**config.mk**
```make
export PLATFORM = sky130hd
export DESIGN_NAME = dual_clock_synth_program_ctrl
export DESIGN_NICKNAME = d
export VERILOG_FILES = /design/src/hdl/pin_sync.v /design/src/hdl/synth_channel.v /design/src/hdl/dual_clock_synth_program_ctrl.v
export VERILOG_INCLUDE_DIRS = /design/src /design/src/common
export SDC_FILE = /design/constraint.sdc
export NUM_CORES = 1
export LEC_CHECK = 0
export BUFFER_PORTS_ARGS = -buffer_cell sky130_fd_sc_hd__buf_2
export CAP_MARGIN = 20
export CORE_MARGIN = 10
export CORE_UTILIZATION = 25
export CTS_BUF_LIST = sky130_fd_sc_hd__clkbuf_8
export DETAILED_ROUTE_END_ITERATION = 12
export PLACE_DENSITY = 0.46
export REMOVE_ABC_BUFFERS = 1
export SLEW_MARGIN = 20
export SYNTH_ARGS = -nofsm -noshare
export SYNTH_HDL_FRONTEND = slang
export SYNTH_SLANG_ARGS = --single-unit
```
**constraint.sdc**
```tcl
create_clock -name clk -period 14.15 [get_ports clk]
set_input_delay 2.1225 -clock clk [delete_from_list [all_inputs] [get_ports clk]]
set_output_delay 2.1225 -clock clk [all_outputs]
set_load 0.02 [all_outputs]
```
**src/common/clk_synth_regs.vh**
```
`ifndef CLK_SYNTH_REGS_VH
`define CLK_SYNTH_REGS_VH

// ==========================================================================
// Clock rate and settling time.
`define CLK_FREQ_KHZ        50000
`define SETTLE_TIME_MS      10
`define SETTLE_CYCLES       (`SETTLE_TIME_MS * `CLK_FREQ_KHZ)

// ==========================================================================
// Programming word layout.
`define WORD_W              22
`define Q_LSB               0
`define Q_W                 7
`define M_LSB               7
`define M_W                 3
`define R_BIT               10
`define P_LSB               11
`define P_W                 7
`define I_LSB               18
`define I_W                 4
`define P_OFFSET            8'h03
`define Q_OFFSET            8'h02
`define WORD_RESET          22'h1E6C9B

// ==========================================================================
// Register offsets (byte addresses) and fields.
`define ADDR_W              8
`define REG_CTRL            8'h00
`define REG_STATUS          8'h04
`define REG_WORD_A          8'h08
`define REG_WORD_B          8'h0C
`define REG_SHIFT_A         8'h10
`define REG_SHIFT_B         8'h14
`define CTRL_REF_HALF_LSB   0
`define CTRL_REF_HALF_W     8
`define CTRL_RESET          32'h00000003
`define STAT_SETTLED_A      0
`define STAT_SETTLED_B      1
`define STAT_SWITCH_A       2
`define STAT_SWITCH_B       3
`define STAT_SEL_A          4
`define STAT_SEL_B          5

`endif

```
**src/hdl/pin_sync.v**
```verilog
`timescale 1ns/1ps
`default_nettype none

// ==========================================================================
// Three-stage input synchroniser; the level moves only once stages two
// and three agree, so a single-cycle sample disagreement is ignored.
module pin_sync #(
    parameter          WIDTH     = 1,
    parameter [31:0]   RESET_VAL = 32'h00000000
) (
    // Clock and reset
    input  wire             clk,
    input  wire             rst_n,
    // Asynchronous pins
    input  wire [WIDTH-1:0] pin_in,
    // Filtered level
    output reg  [WIDTH-1:0] level
);
    reg [WIDTH-1:0] meta_reg;
    reg [WIDTH-1:0] sync2_reg;
    reg [WIDTH-1:0] sync3_reg;

    always @(posedge clk or negedge rst_n) begin
        if (!rst_n) begin
            meta_reg  <= RESET_VAL[WIDTH-1:0];
            sync2_reg <= RESET_VAL[WIDTH-1:0];
            sync3_reg <= RESET_VAL[WIDTH-1:0];
            level     <= RESET_VAL[WIDTH-1:0];
        end else begin
            meta_reg  <= pin_in;
            sync2_reg <= meta_reg;
            sync3_reg <= sync2_reg;
            level     <= (sync2_reg & sync3_reg) | (~(sync2_reg ^ sync3_reg) & sync3_reg)
                         | ((sync2_reg ^ sync3_reg) & level);
        end
    end
endmodule

`default_nettype wire

```
**src/hdl/synth_channel.v**
```verilog
`timescale 1ns/1ps
`default_nettype none
`include "clk_synth_regs.vh"

// ==========================================================================
// One synthesizer channel: shift register, settle timer, frequency
// generator and glitch-free output selector.
module synth_channel #(
    parameter SETTLE_CYCLES = `SETTLE_CYCLES
) (
    // Clock and reset
    input  wire                 clk,
    input  wire                 rst_n,
    // Reference clock model
    input  wire                 ref_clk,
    input  wire [8:0]           ref_period,
    // Serial programming
    input  wire                 shift_edge,
    input  wire                 ser_bit,
    input  wire                 ref_select,
    // Results
    output reg                  clk_out,
    output reg  [`WORD_W-1:0]   shift_reg,
    output reg  [`WORD_W-1:0]   word_reg,
    output reg                  settled_reg,
    output wire                 switching
);
    localparam ST_FOLLOW = 4'b0001;
    localparam ST_WAIT_H = 4'b0010;
    localparam ST_SEEK   = 4'b0100;
    localparam ST_DROP   = 4'b1000;

    reg [31:0] settle_cnt_reg;
    reg [31:0] acc_reg;
    reg [31:0] acc_sum;
    reg [31:0] thr;
    reg        synth_reg;
    reg [3:0]  state_reg;
    reg        cur_sel_reg;
    reg        tgt_sel_reg;
    wire [7:0] p_val = {1'b0, word_reg[`P_LSB +: `P_W]} + `P_OFFSET;
    wire [7:0] q_val = {1'b0, word_reg[`Q_LSB +: `Q_W]} + `Q_OFFSET;
    wire       cur_src = cur_sel_reg ? synth_reg : ref_clk;
    wire       tgt_src = tgt_sel_reg ? synth_reg : ref_clk;

    assign switching = ~state_reg[0];

    // Bits enter at the top, so after 22 shifts the first bit is the LSB.
    always @(posedge clk or negedge rst_n) begin
        if (!rst_n) begin
            shift_reg      <= `WORD_RESET;
            word_reg       <= `WORD_RESET;
            settle_cnt_reg <= 32'h00000000;
            settled_reg    <= 1'b1;
        end else if (shift_edge) begin
            shift_reg      <= {ser_bit, shift_reg[`WORD_W-1:1]};
            settle_cnt_reg <= 32'h00000000;
            settled_reg    <= 1'b0;
        end else if (!settled_reg) begin
            if (settle_cnt_reg >= SETTLE_CYCLES - 1) begin
                word_reg    <= shift_reg;
                settled_reg <= 1'b1;
            end else begin
                settle_cnt_reg <= settle_cnt_reg + 32'h00000001;
            end
        end
    end

    // Toggle rate is 4*P/(Q*2^M*ref_period) per cycle, giving
    // fout = 2*fref*P/(Q*2^M); fields index and reserved do not shape it.
    always @* begin
        thr     = ({24'h000000, q_val} * {23'h000000, ref_period}) << word_reg[`M_LSB +: `M_W];
        acc_sum = acc_reg + {22'h000000, p_val, 2'b00};
    end

    // Output is limited to half the system clock by this model.
    always @(posedge clk or negedge rst_n) begin
        if (!rst_n) begin
            acc_reg   <= 32'h00000000;
            synth_reg <= 1'b0;
        end else if (acc_sum >= thr) begin
            acc_reg   <= acc_sum - thr;
            synth_reg <= ~synth_reg;
        end else begin
            acc_reg <= acc_sum;
        end
    end

    // Switch over: follow the old source until it is high, hold high, then
    // wait for a full high-low of the new source before following it.
    always @(posedge clk or negedge rst_n) begin
        if (!rst_n) begin
            state_reg   <= ST_FOLLOW;
            cur_sel_reg <= 1'b1;
            tgt_sel_reg <= 1'b1;
            clk_out     <= 1'b0;
        end else begin
            case (state_reg)
                ST_FOLLOW: begin
                    clk_out <= cur_src;
                    if (ref_select != cur_sel_reg) begin
                        tgt_sel_reg <= ref_select;
                        state_reg   <= ST_WAIT_H;
                    end
                end
                ST_WAIT_H: begin
                    clk_out <= cur_src;
                    if (cur_src)
                        state_reg <= ST_SEEK;
                end
                ST_SEEK: begin
                    clk_out <= 1'b1;
                    if (tgt_src)
                        state_reg <= ST_DROP;
                end
                ST_DROP: begin
                    clk_out <= 1'b1;
                    if (!tgt_src) begin
                        cur_sel_reg <= tgt_sel_reg;
                        state_reg   <= ST_FOLLOW;
                    end
                end
                default: begin
                    state_reg <= ST_FOLLOW;
                end
            endcase
        end
    end
endmodule

`default_nettype wire

```
**src/hdl/dual_clock_synth_program_ctrl.v**
```verilog
// Design decisions made here: the APB slave port and the address map.
`timescale 1ns/1ps
`default_nettype none
`include "clk_synth_regs.vh"

// How it works
// - New word takes effect within 10 ms after the last bit.
// - Channel A clock appears undivided, divided by two and divided by four.
// - Output enable low places that channel's outputs in high impedance.
// - Output frequency equals two times reference times P over Q, divided by two to the power M.
// - On select low, output goes high, then follows reference after settle gap.
// - On select high, output goes high, then follows new frequency after gap.
// - Bits sampled on shift clock rising edge, LSB first, last 22 kept.
// - Word fields: index, P minus 3, reserved, post-divider, Q minus 2.
module dual_clock_synth_program_ctrl #(
    parameter SETTLE_CYCLES = `SETTLE_CYCLES
) (
    // Clock and reset
    input  wire         clk,
    input  wire         rst_n,
    // APB slave
    input  wire         psel,
    input  wire         penable,
    input  wire         pwrite,
    input  wire [7:0]   paddr,
    input  wire [31:0]  pwdata,
    output reg  [31:0]  prdata,
    output reg          pready,
    output reg          pslverr,
    // Programming pins
    input  wire         chan_a_shift_clk,
    input  wire         chan_b_shift_clk,
    input  wire         ser_data,
    input  wire         chan_a_ref_select,
    input  wire         chan_b_ref_select,
    input  wire         chan_a_out_enable,
    input  wire         chan_b_out_enable,
    // Channel A outputs
    output wire         chan_a_out,
    output reg          chan_a_half_out,
    output reg          chan_a_quarter_out,
    output reg          chan_a_out_oe,
    // Channel B output
    output wire         chan_b_out,
    output reg          chan_b_out_oe,
    // Reference clock model
    output reg          ref_clk_out
);
    // ======================================================================
    // Pin synchronisers.
    wire [2:0] clk_data_lvl;
    wire [3:0] ctl_lvl;

    pin_sync #(
        .WIDTH      (3),
        .RESET_VAL  (32'h00000000)
    ) u_sync_shift (
        .clk        (clk),
        .rst_n      (rst_n),
        .pin_in     ({ser_data, chan_b_shift_clk, chan_a_shift_clk}),
        .level      (clk_data_lvl)
    );

    // Select and enable pins reset high, matching their pull-ups.
    pin_sync #(
        .WIDTH      (4),
        .RESET_VAL  (32'h0000000F)
    ) u_sync_ctl (
        .clk        (clk),
        .rst_n      (rst_n),
        .pin_in     ({chan_b_out_enable, chan_a_out_enable,
                      chan_b_ref_select, chan_a_ref_select}),
        .level      (ctl_lvl)
    );

    // ======================================================================
    // Shift clock edge detection.
    reg  [1:0] shift_lvl_reg;
    wire [1:0] shift_edge = clk_data_lvl[1:0] & ~shift_lvl_reg;

    always @(posedge clk or negedge rst_n) begin
        if (!rst_n)
            shift_lvl_reg <= 2'b00;
        else
            shift_lvl_reg <= clk_data_lvl[1:0];
    end

    // ======================================================================
    // Reference clock made from the system clock by a software divider.
    reg [31:0] ctrl_reg;
    reg [7:0]  ref_cnt_reg;
    wire [7:0] ref_half = (ctrl_reg[`CTRL_REF_HALF_LSB +: `CTRL_REF_HALF_W] == 8'h00) ?
                          8'h01 : ctrl_reg[`CTRL_REF_HALF_LSB +: `CTRL_REF_HALF_W];
    wire [8:0] ref_period = {ref_half, 1'b0};

    always @(posedge clk or negedge rst_n) begin
        if (!rst_n) begin
            ref_cnt_reg <= 8'h00;
            ref_clk_out <= 1'b0;
        end else if (ref_cnt_reg >= ref_half - 8'h01) begin
            ref_cnt_reg <= 8'h00;
            ref_clk_out <= ~ref_clk_out;
        end else begin
            ref_cnt_reg <= ref_cnt_reg + 8'h01;
        end
    end

    // ======================================================================
    // Channels.
    wire [`WORD_W-1:0] shift_a;
    wire [`WORD_W-1:0] shift_b;
    wire [`WORD_W-1:0] word_a;
    wire [`WORD_W-1:0] word_b;
    wire               settled_a;
    wire               settled_b;
    wire               switch_a;
    wire               switch_b;

    synth_channel #(
        .SETTLE_CYCLES  (SETTLE_CYCLES)
    ) u_chan_a (
        .clk            (clk),
        .rst_n          (rst_n),
        .ref_clk        (ref_clk_out),
        .ref_period     (ref_period),
        .shift_edge     (shift_edge[0]),
        .ser_bit        (clk_data_lvl[2]),
        .ref_select     (ctl_lvl[0]),
        .clk_out        (chan_a_out),
        .shift_reg      (shift_a),
        .word_reg       (word_a),
        .settled_reg    (settled_a),
        .switching      (switch_a)
    );

    synth_channel #(
        .SETTLE_CYCLES  (SETTLE_CYCLES)
    ) u_chan_b (
        .clk            (clk),
        .rst_n          (rst_n),
        .ref_clk        (ref_clk_out),
        .ref_period     (ref_period),
        .shift_edge     (shift_edge[1]),
        .ser_bit        (clk_data_lvl[2]),
        .ref_select     (ctl_lvl[1]),
        .clk_out        (chan_b_out),
        .shift_reg      (shift_b),
        .word_reg       (word_b),
        .settled_reg    (settled_b),
        .switching      (switch_b)
    );

    // ======================================================================
    // Channel A dividers; they trail the undivided output by one cycle.
    reg a_prev_reg;

    always @(posedge clk or negedge rst_n) begin
        if (!rst_n) begin
            a_prev_reg         <= 1'b0;
            chan_a_half_out    <= 1'b0;
            chan_a_quarter_out <= 1'b0;
        end else begin
            a_prev_reg <= chan_a_out;
            if (chan_a_out && !a_prev_reg) begin
                chan_a_half_out <= ~chan_a_half_out;
                if (!chan_a_half_out)
                    chan_a_quarter_out <= ~chan_a_quarter_out;
            end
        end
    end

    // ======================================================================
    // Output enables; the pad releases the line when the enable is low.
    always @(posedge clk or negedge rst_n) begin
        if (!rst_n) begin
            chan_a_out_oe <= 1'b1;
            chan_b_out_oe <= 1'b1;
        end else begin
            chan_a_out_oe <= ctl_lvl[2];
            chan_b_out_oe <= ctl_lvl[3];
        end
    end

    // ======================================================================
    // APB slave with one wait state so that all answers come from flops.
    function reg_known;
        input [7:0] addr;
        begin
            reg_known = (addr == `REG_CTRL)    || (addr == `REG_STATUS)  ||
                        (addr == `REG_WORD_A)  || (addr == `REG_WORD_B)  ||
                        (addr == `REG_SHIFT_A) || (addr == `REG_SHIFT_B);
        end
    endfunction

    reg [31:0] rd_mux;
    wire       apb_access = psel && penable && !pready;
    wire       apb_commit = psel && penable && pready;

    always @* begin
        case (paddr)
            `REG_CTRL:    rd_mux = ctrl_reg;
            `REG_STATUS:  rd_mux = {26'h0000000, ctl_lvl[1], ctl_lvl[0],
                                    switch_b, switch_a, settled_b, settled_a};
            `REG_WORD_A:  rd_mux = {10'h000, word_a};
            `REG_WORD_B:  rd_mux = {10'h000, word_b};
            `REG_SHIFT_A: rd_mux = {10'h000, shift_a};
            `REG_SHIFT_B: rd_mux = {10'h000, shift_b};
            default:      rd_mux = 32'h00000000;
        endcase
    end

    always @(posedge clk or negedge rst_n) begin
        if (!rst_n) begin
            pready   <= 1'b0;
            pslverr  <= 1'b0;
            prdata   <= 32'h00000000;
            ctrl_reg <= `CTRL_RESET;
        end else begin
            pready <= apb_access;
            if (apb_access) begin
                pslverr <= ~reg_known(paddr) || (pwrite && paddr != `REG_CTRL);
                prdata  <= pwrite ? 32'h00000000 : rd_mux;
            end else begin
                pslverr <= 1'b0;
            end
            if (apb_commit && pwrite && paddr == `REG_CTRL)
                ctrl_reg <= {24'h000000, pwdata[`CTRL_REF_HALF_LSB +: `CTRL_REF_HALF_W]};
        end
    end
endmodule

`default_nettype wire

```
==> results.json, run 1 <==
{
  "vdd_drop_max_uv": 81.01,
  "synth_area_per_cell_um2": 9.348,
  "fin_crit_sh_pct": 69.03,
  "synth-edff-count": 0,
  "worst_pin_slew_ns": 1.137,
  "hp-start": "u_sync_shift.meta_reg[2]",
  "crit_required_ns": 14.72,
  "yosysSeqAreaShare_pct": 34.39,
  "clk_latency_ns": 0.70,
  "numPortBuffers": 58,
  "h-tree-depth": 2,
  "grt_pass1_wl_mm": 95.92,
  "power.leakage_nw": 11.59,
  "clockBufferDepth": 3,
  "area_growth_pct": 11.94,
  "cpPeakStageDelay_ns": 0.71,
  "wl_met1_mm": 29.15,
  "nets": 2752,
  "antenna_left": 0,
  "cts_resized": 0,
  "reg2reg_setup_slack_ns": 4.38,
  "drt_wl_total_mm": 58.48,
  "synth_xor_area_share_pct": 7.671,
  "rows": 110,
  "n_fill_cell": 9616,
  "antenna_found_initial": 3,
  "reg2reg_depth": 29,
  "skew_ns": 0.02858,
  "synth-simple-area-share_pct": 19.92,
  "slowest_stage": "dfstp_2",
  "ys_seq_elements": 308,
  "post_cts_buffers": 0,
  "async_reset_ff_share_pct": 100.0,
  "dieArea_um2": 103300,
  "max_slew_margin_pct": 24.21,
  "crit_path_start_kind": "register",
  "final.min_clock_period_ns": 9.767,
  "maxCapViolations": 0,
  "cts_tree": "done",
  "die_h_um": 321.4,
  "arrival_ns": 10.33,
  "r2r-start": "u_chan_b.word_reg[1]",
  "numCtsBuffers": 60,
  "critPathKind": "reg -> reg",
  "synth.distinct_cells": 98,
  "reg2reg_to": "u_chan_b.acc_reg[7]",
  "drt-pass1-iter-count": 7,
  "cellPowerDensity_nw_per_um2": 148.4,
  "synth_cells": 2429,
  "via_per_inst": 4.587,
  "status": "finished clean",
  "finalSetupViolCount": 0,
  "min_path_type": "reg -> reg",
  "top_layer": "met5",
  "route.detailed.drc": 0,
  "wl_met2_mm": 25.31,
  "die_x_um": 321.4,
  "synth_compound_area_share_pct": 11.85,
  "first_iter_violations": 1004,
  "placed_cells": 3579,
  "dp_hpwl_mm": 41.91,
  "grt_pass1_vias": 17040,
  "ys_warn_count": 0,
  "max_clock_freq_ghz": 0.1024,
  "synth_fa_ha_area_share_pct": 15.40,
  "p_total_mw": 3.771,
  "path_clk_slew_ns": 0.06,
  "place_congestion": 0.7735,
  "initial_core_util_pct": 25.23,
  "finalMaxSlewViolations": 0,
  "fin_tns_setup_ns": 0,
  "coreArea_um2": 90010,
  "crit_fanout": 38,
  "synth_top_family_by_area": "simple AND/OR/NAND/NOR gates",
  "grt_max_degree": 140,
  "avgRoutedWirePerCell_um": 15.83,
  "muxShareOfSynthArea_pct": 6.210,
  "cts_root_buf": "clkbuf_8",
  "report.final.hold_viol_count": 0,
  "grt_usage_pct": 11.35,
  "met3_length_mm": 2.756,
  "grt_overflow": 0,
  "clkSinkCount": 308,
  "synth_area_um2": 22710,
  "holdPathStages": 0,
  "cts_hold_buffers": 0,
  "synth_flop_cell": "dfrtp_1",
  "hold_end": "u_sync_shift.sync2_reg[2]",
  "rsz0062_at_grt": "no",
  "ios": 93,
  "stdcell_count": 3695,
  "drive_above_1_share_pct": 14.66,
  "path_common_cell": "fa_1",
  "endpoint_kind": "register",
  "vias": 16950
}
cell families after synthesis:
family,count (synthesis)
compound gates,404
flops,308
mux,126
simple gates,915
other cells,1
buf+inv,242
fa+ha+maj,235
xor+xnor,198
report_power, final:
group | total, mW | internal [mW] | switching, mW
Combinational | 1.56 | 0.698 | 0.859
Clock | 0.935 | 0.503 | 0.432
Sequential | 1.28 | 1.09 | 0.189
through the flow:
| step | setup WS [ns] | util [%] | area [um^2] | hold slack (ns) |
|---|---|---|---|---|
| after floorplan | 5.843 | - | 22210 | 0.3312 |
| after global placement | 4.360 | 26.83 | 24150 | 0.3340 |
| after detailed placement | 4.385 | 26.83 | 24150 | 0.3347 |
| after CTS | 4.349 | 28.23 | 25410 | 0.3442 |
| after global routing | 3.707 | 28.24 | 25420 | 0.3568 |
| final | 4.383 | 28.24 | 25420 | 0.3419 |
Yosys cell counts (5+ instances only):
library cell  instances  area, um^2
a22o_1               27       236.5
o21bai_1             12       90.09
nor2b_1              39       244.0
a221oi_1              5       43.79
a31oi_1               6       37.54
nand4_1              37       231.5
nor4_1               14       87.58
and4_1                8       70.07
xor2_1               84       735.7
a21o_1               32       240.2
and3_1               29       181.4
or2_2                 5       31.28
a211oi_1             10       75.07
nand3b_1              7       52.55
o211ai_1             15       112.6
dfrtp_1             228        5705
a22oi_1               5       37.54
inv_1               131       491.7
mux2_2               63       709.4
buf_6                 7       78.83
nand3_1              67       335.3
mux2_4               11       165.2
mux2i_1              49       490.5
or3_1                13       81.33
o31ai_1               8       60.06
nand2_1             314        1179
fa_1                 74        1481
dfstp_2              80        2102
o21ai_2               7       61.31
a21oi_1             105       525.5
and2_1               91       569.3
nand2b_1             34       212.7
a222oi_1             22       220.2
o21ai_1              10       50.05
o21ai_0              85       425.4
xnor2_1             113       989.7
buf_4                12       90.09
nor3_1               35       175.2
o21a_1               13       97.59
ha_1                161        2014
clkbuf_1             80       300.3
nor2_1              186       698.2
worst max-delay path: cells and delay by family, from the launching register on:
kind / cells / cell delay [ns]
xor+xnor: 2 / 0.75
simple gates: 6 / 1.94
buf+inv: 2 / 0.11
flops: 1 / 0.71
fa+ha+maj: 7 / 2.97
compound gates: 10 / 2.31
mux: 2 / 0.81
worst max path at each step:
stage | start | endpoint | depth (start not counted)
2_1_floorplan | u_chan_b.word_reg[1] | u_chan_b.acc_reg[10] | 30
3_3_place_gp | ctrl_reg[5] | u_chan_b.acc_reg[6] | 30
3_5_place_dp | u_chan_b.word_reg[1] | u_chan_b.acc_reg[7] | 29
4_1_cts | u_chan_b.word_reg[1] | u_chan_b.acc_reg[7] | 29
5_1_grt | u_chan_b.word_reg[1] | u_chan_b.acc_reg[27] | 31
6_report | u_chan_b.word_reg[1] | u_chan_b.acc_reg[7] | 29
routing by layer:
layer | global-route usage (%) | vias up
met5 | 0 | -
met4 | 3.288 | 4
met3 | 2.191 | 77
met2 | 17.25 | 242
met1 | 16.10 | 8159
li1 | - | 8466
placed cells by master (no fill, tap or decap), drive strengths merged, types with 34 or more instances in the layout:
master and count:
dfrtp 228, nand4 38, and2 92, nor2b 39, ha 161, inv 156, nand3 68, xor2 85
xnor2 113, dfstp 80, fa 74, nor3 40, a21oi 106, clkbuf 75, buf 74, nand2b 34
o21ai 102, mux2 76, mux2i 49, nand2 315, nor2 186
cell type report:
type,count,area (um^2),share of cell area [%]
Antenna cell,2,5.005,0.01969
Sequential cell,308,7807,30.72
Multi-Input combinational cell,1888,13940,54.83
Clock inverter,39,232.7,0.9156
Timing Repair Buffer,74,432.9,1.703
Clock buffer,75,1032,4.061
Tap cell,1176,1471,5.789
Inverter,133,499.2,1.964
No activity file was read; power rests on OpenSTA's default activity.
==> run 2: changes to the inputs <==
- clock period: 14.15 -> 9.05 ns (I/O delays scaled with it)
==> results.json, run 2 (same netlist as run 1, synthesis figures left out) <==
{
  "final.min_clock_period_ns": 8.530,
  "via_per_inst": 4.596,
  "report.final.hold_viol_count": 0,
  "vdd_drop_max_uv": 112.5,
  "min_path_type": "reg -> reg",
  "numPortBuffers": 58,
  "crit_path_start_kind": "register",
  "finalSetupViolCount": 0,
  "die_x_um": 321.4,
  "route.detailed.drc": 0,
  "ios": 93,
  "reg2reg_to": "u_chan_b.acc_reg[18]",
  "area_growth_pct": 13.06,
  "fin_crit_sh_pct": 94.25,
  "clockBufferDepth": 3,
  "holdWs_ns": 0.3450,
  "final_common_cell": "nand2_1",
  "drt_wl_total_mm": 58.55,
  "r2r-start": "u_chan_b.word_reg[1]",
  "skew_ns": 0.03453,
  "crit_required_ns": 9.62,
  "place_ws_ns": 0.2411,
  "hold_end": "u_sync_shift.sync2_reg[2]",
  "status": "finished clean",
  "clk_latency_ns": 0.70,
  "hp-start": "u_sync_shift.meta_reg[2]",
  "dp_hpwl_mm": 42.38,
  "endpoint_kind": "register",
  "most-common-layout-cells": "314 x nand2_1, 228 x dfrtp_1, 186 x nor2_1, 159 x ha_1, 157 x inv_1",
  "die_h_um": 321.4,
  "vias": 17080,
  "drive_above_1_share_pct": 15.45,
  "cpPeakStageDelay_ns": 0.65,
  "n_fill_cell": 9600,
  "finalWorstSetupSlack_ns": 0.5201,
  "max_slew_margin_pct": 23.17,
  "path_clk_slew_ns": 0.06,
  "grt_pass1_vias": 17070,
  "grt_max_degree": 157,
  "placed_cells": 3600,
  "clkSinkCount": 308,
  "drt-pass1-iter-count": 5,
  "h-tree-depth": 2,
  "critPathKind": "reg -> reg",
  "grt_usage_pct": 11.22,
  "nets": 2774,
  "avgRoutedWirePerCell_um": 15.76,
  "dieArea_um2": 103300,
  "cts_tree": "done",
  "arrival_ns": 9.10,
  "holdPathStages": 0,
  "grt_pass1_wl_mm": 94.88,
  "post_cts_buffers": 0,
  "grt_overflow": 0,
  "finalMaxSlewViolations": 0,
  "antenna_left": 0,
  "coreArea_um2": 90010,
  "slowest_stage": "dfstp_2",
  "reg2reg_depth": 31,
  "power.leakage_nw": 11.72,
  "p_total_mw": 5.941,
  "first_iter_violations": 1069,
  "initial_core_util_pct": 25.23,
  "crit_fanout": 20,
  "cts_root_buf": "clkbuf_8",
  "antenna_found_initial": 4,
  "rows": 110,
  "maxCapViolations": 0,
  "path_common_cell": "fa_1",
  "stdcell_count": 3716,
  "place_congestion": 0.7993,
  "cellPowerDensity_nw_per_um2": 231.4,
  "worst_pin_slew_ns": 1.152,
  "numCtsBuffers": 61,
  "reg2reg_setup_slack_ns": 0.52,
  "max_clock_freq_ghz": 0.1172
}
## run 2: report_power, final
group	switching (mW)	internal [mW]	leakage (nW)
combinational	1.35	1.11	7.15
clock	0.666	0.820	0.757
sequential	0.293	1.70	3.81
total	2.31	3.63	11.7
## run 2: per-layer routing
layer,up-vias,share of wire (%),GRT usage (%)
met3,75,4.2,2.242
li1,8502,-,-
met5,-,0.048,0
met4,4,1.6,2.595
met2,230,44,17.42
met1,8267,50,15.81
## run 2: final cells by class
| class | count | area [um^2] | share of cell area [%] |
|---|---|---|---|
| diodes | 2 | 5.005 | 0.01950 |
| clock buffers | 76 | 1046 | 4.075 |
| clock inverters | 38 | 250.2 | 0.9748 |
| inverters | 133 | 499.2 | 1.945 |
| multi-input cells | 1888 | 13990 | 54.49 |
| flip-flops and latches | 308 | 7807 | 30.41 |
| well taps | 1176 | 1471 | 5.732 |
| repair buffers | 95 | 603.1 | 2.349 |
## run 2: worst max path at each step
stage | from | endpoint | slack, ns
CTS | u_chan_b.word_reg[1] | u_chan_b.acc_reg[18] | 0.22
floorplan | u_chan_b.word_reg[1] | u_chan_b.acc_reg[10] | 0.74
finish | u_chan_b.word_reg[1] | u_chan_b.acc_reg[18] | 0.52
global placement | u_chan_b.word_reg[1] | u_chan_b.acc_reg[14] | 0.33
global route | u_chan_b.word_reg[1] | u_chan_b.acc_reg[15] | -0.01
detailed placement | u_chan_b.word_reg[1] | u_chan_b.acc_reg[20] | 0.24
## run 2: what timing repair did
| action | 4_1_cts | 5_1_grt |
|---|---|---|
| hold buffers | 0 | 0 |
| hold endpoints to repair | 0 | 0 |
| setup endpoints to repair | 0 | 31 |
| resized for setup | 0 | 9 |
## run 2: worst max-delay path: cells and delay by family (launching register included)
kind / cells / cell delay, ns
AOI/OAI and AO/OA: 10 / 2.17
xor gates and xnor gates: 2 / 0.37
adders and majority gates: 7 / 3.01
buffers and inverters: 4 / 0.41
DFF: 1 / 0.65
muxes: 2 / 0.61
and+or+nand+nor: 6 / 1.19
## run 2: metrics by stage
stage / area, um^2 / utilization, % / setup TNS, ns
after floorplan: 22210 / - / 0
after global placement: 24320 / 27.02 / 0
after detailed placement: 24320 / 27.02 / 0
after CTS: 25620 / 28.46 / 0
after global routing: 25670 / 28.52 / -0.03872
final: 25670 / 28.52 / 0
==> run 3: changes to the inputs <==
- RECOVER_POWER: default -> 50
==> results.json, run 3 (same netlist as run 1, synthesis figures left out) <==
{
  "finalWorstSetupSlack_ns": 0.5217,
  "max_clock_freq_ghz": 0.1173,
  "first_iter_violations": 1069,
  "numPortBuffers": 58,
  "place_ws_ns": 0.2411,
  "initial_core_util_pct": 25.23,
  "finalSetupViolCount": 0,
  "crit_path_start_kind": "register",
  "antenna_found_initial": 4,
  "grt_pass1_wl_mm": 94.88,
  "post_cts_buffers": 0,
  "vdd_drop_max_uv": 112.5,
  "clockBufferDepth": 3,
  "via_per_inst": 4.589,
  "max_slew_margin_pct": -252.8,
  "most-common-layout-cells": "314 x nand2_1, 228 x dfrtp_1, 186 x nor2_1, 159 x ha_1, 157 x inv_1",
  "crit_required_ns": 9.62,
  "drt-pass1-iter-count": 7,
  "dp_hpwl_mm": 42.38,
  "cellPowerDensity_nw_per_um2": 231.6,
  "final.min_clock_period_ns": 8.528,
  "path_clk_slew_ns": 0.06,
  "skew_ns": 0.03260,
  "antenna_left": 0,
  "arrival_ns": 9.10,
  "grt_pass1_vias": 17070,
  "critPathKind": "reg -> reg",
  "cpPeakStageDelay_ns": 0.65,
  "nets": 2774,
  "clk_latency_ns": 0.70,
  "violations": "max-capacitance violations, max-slew violations",
  "drt_wl_total_mm": 58.48,
  "numCtsBuffers": 61,
  "min_path_type": "reg -> reg",
  "avgRoutedWirePerCell_um": 15.74,
  "worst_pin_slew_ns": 5.291,
  "clkSinkCount": 308,
  "p_total_mw": 5.934,
  "drive_above_1_share_pct": 15.01,
  "fin_crit_sh_pct": 94.24,
  "grt_max_degree": 157,
  "die_x_um": 321.4,
  "grt_overflow": 0,
  "slowest_stage": "dfstp_2",
  "place_congestion": 0.7993,
  "endpoint_kind": "register",
  "vias": 17050,
  "route.detailed.drc": 0,
  "dieArea_um2": 103300,
  "rows": 110,
  "finalMaxSlewViolations": 377,
  "maxCapViolations": 5,
  "path_common_cell": "fa_1",
  "grt_usage_pct": 11.22,
  "coreArea_um2": 90010,
  "report.final.hold_viol_count": 0,
  "ios": 93,
  "crit_fanout": 20,
  "area_growth_pct": 12.83,
  "final_common_cell": "nand2_1",
  "die_h_um": 321.4,
  "h-tree-depth": 2,
  "power.leakage_nw": 11.67,
  "cts_root_buf": "clkbuf_8",
  "cts_tree": "done",
  "status": "finished, violations left"
}
-- run 3: cell count changes in the layout (fill, tap and decap cells not counted), moves of 3 or more --
cell / previous run / this run
and2_0: 0 / 15
dfstp_1: 0 / 5
dfstp_2: 80 / 75
buf_4: 35 / 32
and2_1: 91 / 76
clkbuf_1: 0 / 3
-- run 3: metrics by stage --
stage | TNS, ns | instances | utilization (%) | cell area (um^2) | hold WS (ns)
after floorplan | 0 | 2329 | - | 22210 | 0.3312
after global placement | 0 | 3600 | 27.02 | 24320 | 0.3327
after detailed placement | 0 | 3600 | 27.02 | 24320 | 0.3362
after CTS | 0 | 3714 | 28.46 | 25620 | 0.3482
after global routing | -0.03872 | 3715 | 28.46 | 25620 | 0.3492
final | 0 | 3716 | 28.46 | 25620 | 0.3472
-- run 3: metal layers --
layer	track usage, %	wire (um)	vias to the layer above
li1	-	-	8498
met1	15.81	29360	8261
met2	17.42	25630	213
met3	2.242	2502	75
met4	2.595	970	4
met5	0	15	-
-- run 3: area by class of cell --
| type | count | area, um^2 |
|---|---|---|
| Inverter | 133 | 499.2 |
| Sequential cell | 308 | 7807 |
| Timing Repair Buffer | 95 | 569.3 |
| Clock inverter | 38 | 250.2 |
| Tap cell | 1176 | 1471 |
| Fill cell | 9607 | 64390 |
| Antenna cell | 2 | 5.005 |
| Clock buffer | 76 | 1046 |
| Multi-Input combinational cell | 1888 | 13970 |
-- run 3: critical path, delay by kind of cell, from the launching register on --
| family | cells | cell delay [ns] |
|---|---|---|
| xor+xnor | 2 | 0.37 |
| simple gates | 6 | 1.19 |
| mux | 2 | 0.62 |
| buf+inv | 4 | 0.41 |
| fa+ha+maj | 7 | 3.01 |
| compound gates | 10 | 2.17 |
| flops | 1 | 0.65 |
-- run 3: worst paths after layout --
| path | from | endpoint | slack (ns) | depth (start not counted) |
|---|---|---|---|---|
| worst max-delay path | u_chan_b.word_reg[1] | u_chan_b.acc_reg[18] | 0.52 | 31 |
| worst min-delay path | u_sync_shift.meta_reg[2] | u_sync_shift.sync2_reg[2] | 0.35 | 0 |
| worst max register to register | u_chan_b.word_reg[1] | u_chan_b.acc_reg[18] | 0.52 | 31 |
| worst min register to register | u_sync_shift.meta_reg[2] | u_sync_shift.sync2_reg[2] | 0.35 | 0 |
| max in group asynchronous | rst_n | u_sync_shift.meta_reg[0] | 1.96 | 2 |
| min in group asynchronous | rst_n | prdata[0] | 2.60 | 1 |
-- run 3: repair_timing --
item	CTS	global route
endpoints found under the setup margin	0	31
hold buffers	0	0
resized for setup	0	9
-- run 3: where the power goes --
group / total [mW] / leakage, nW / internal (mW) / switching (mW)
clock: 1.49 / 0.757 / 0.820 / 0.665
combinational: 2.45 / 7.11 / 1.10 / 1.35
sequential: 1.99 / 3.80 / 1.70 / 0.293
total: 5.93 / 11.7 / 3.63 / 2.31
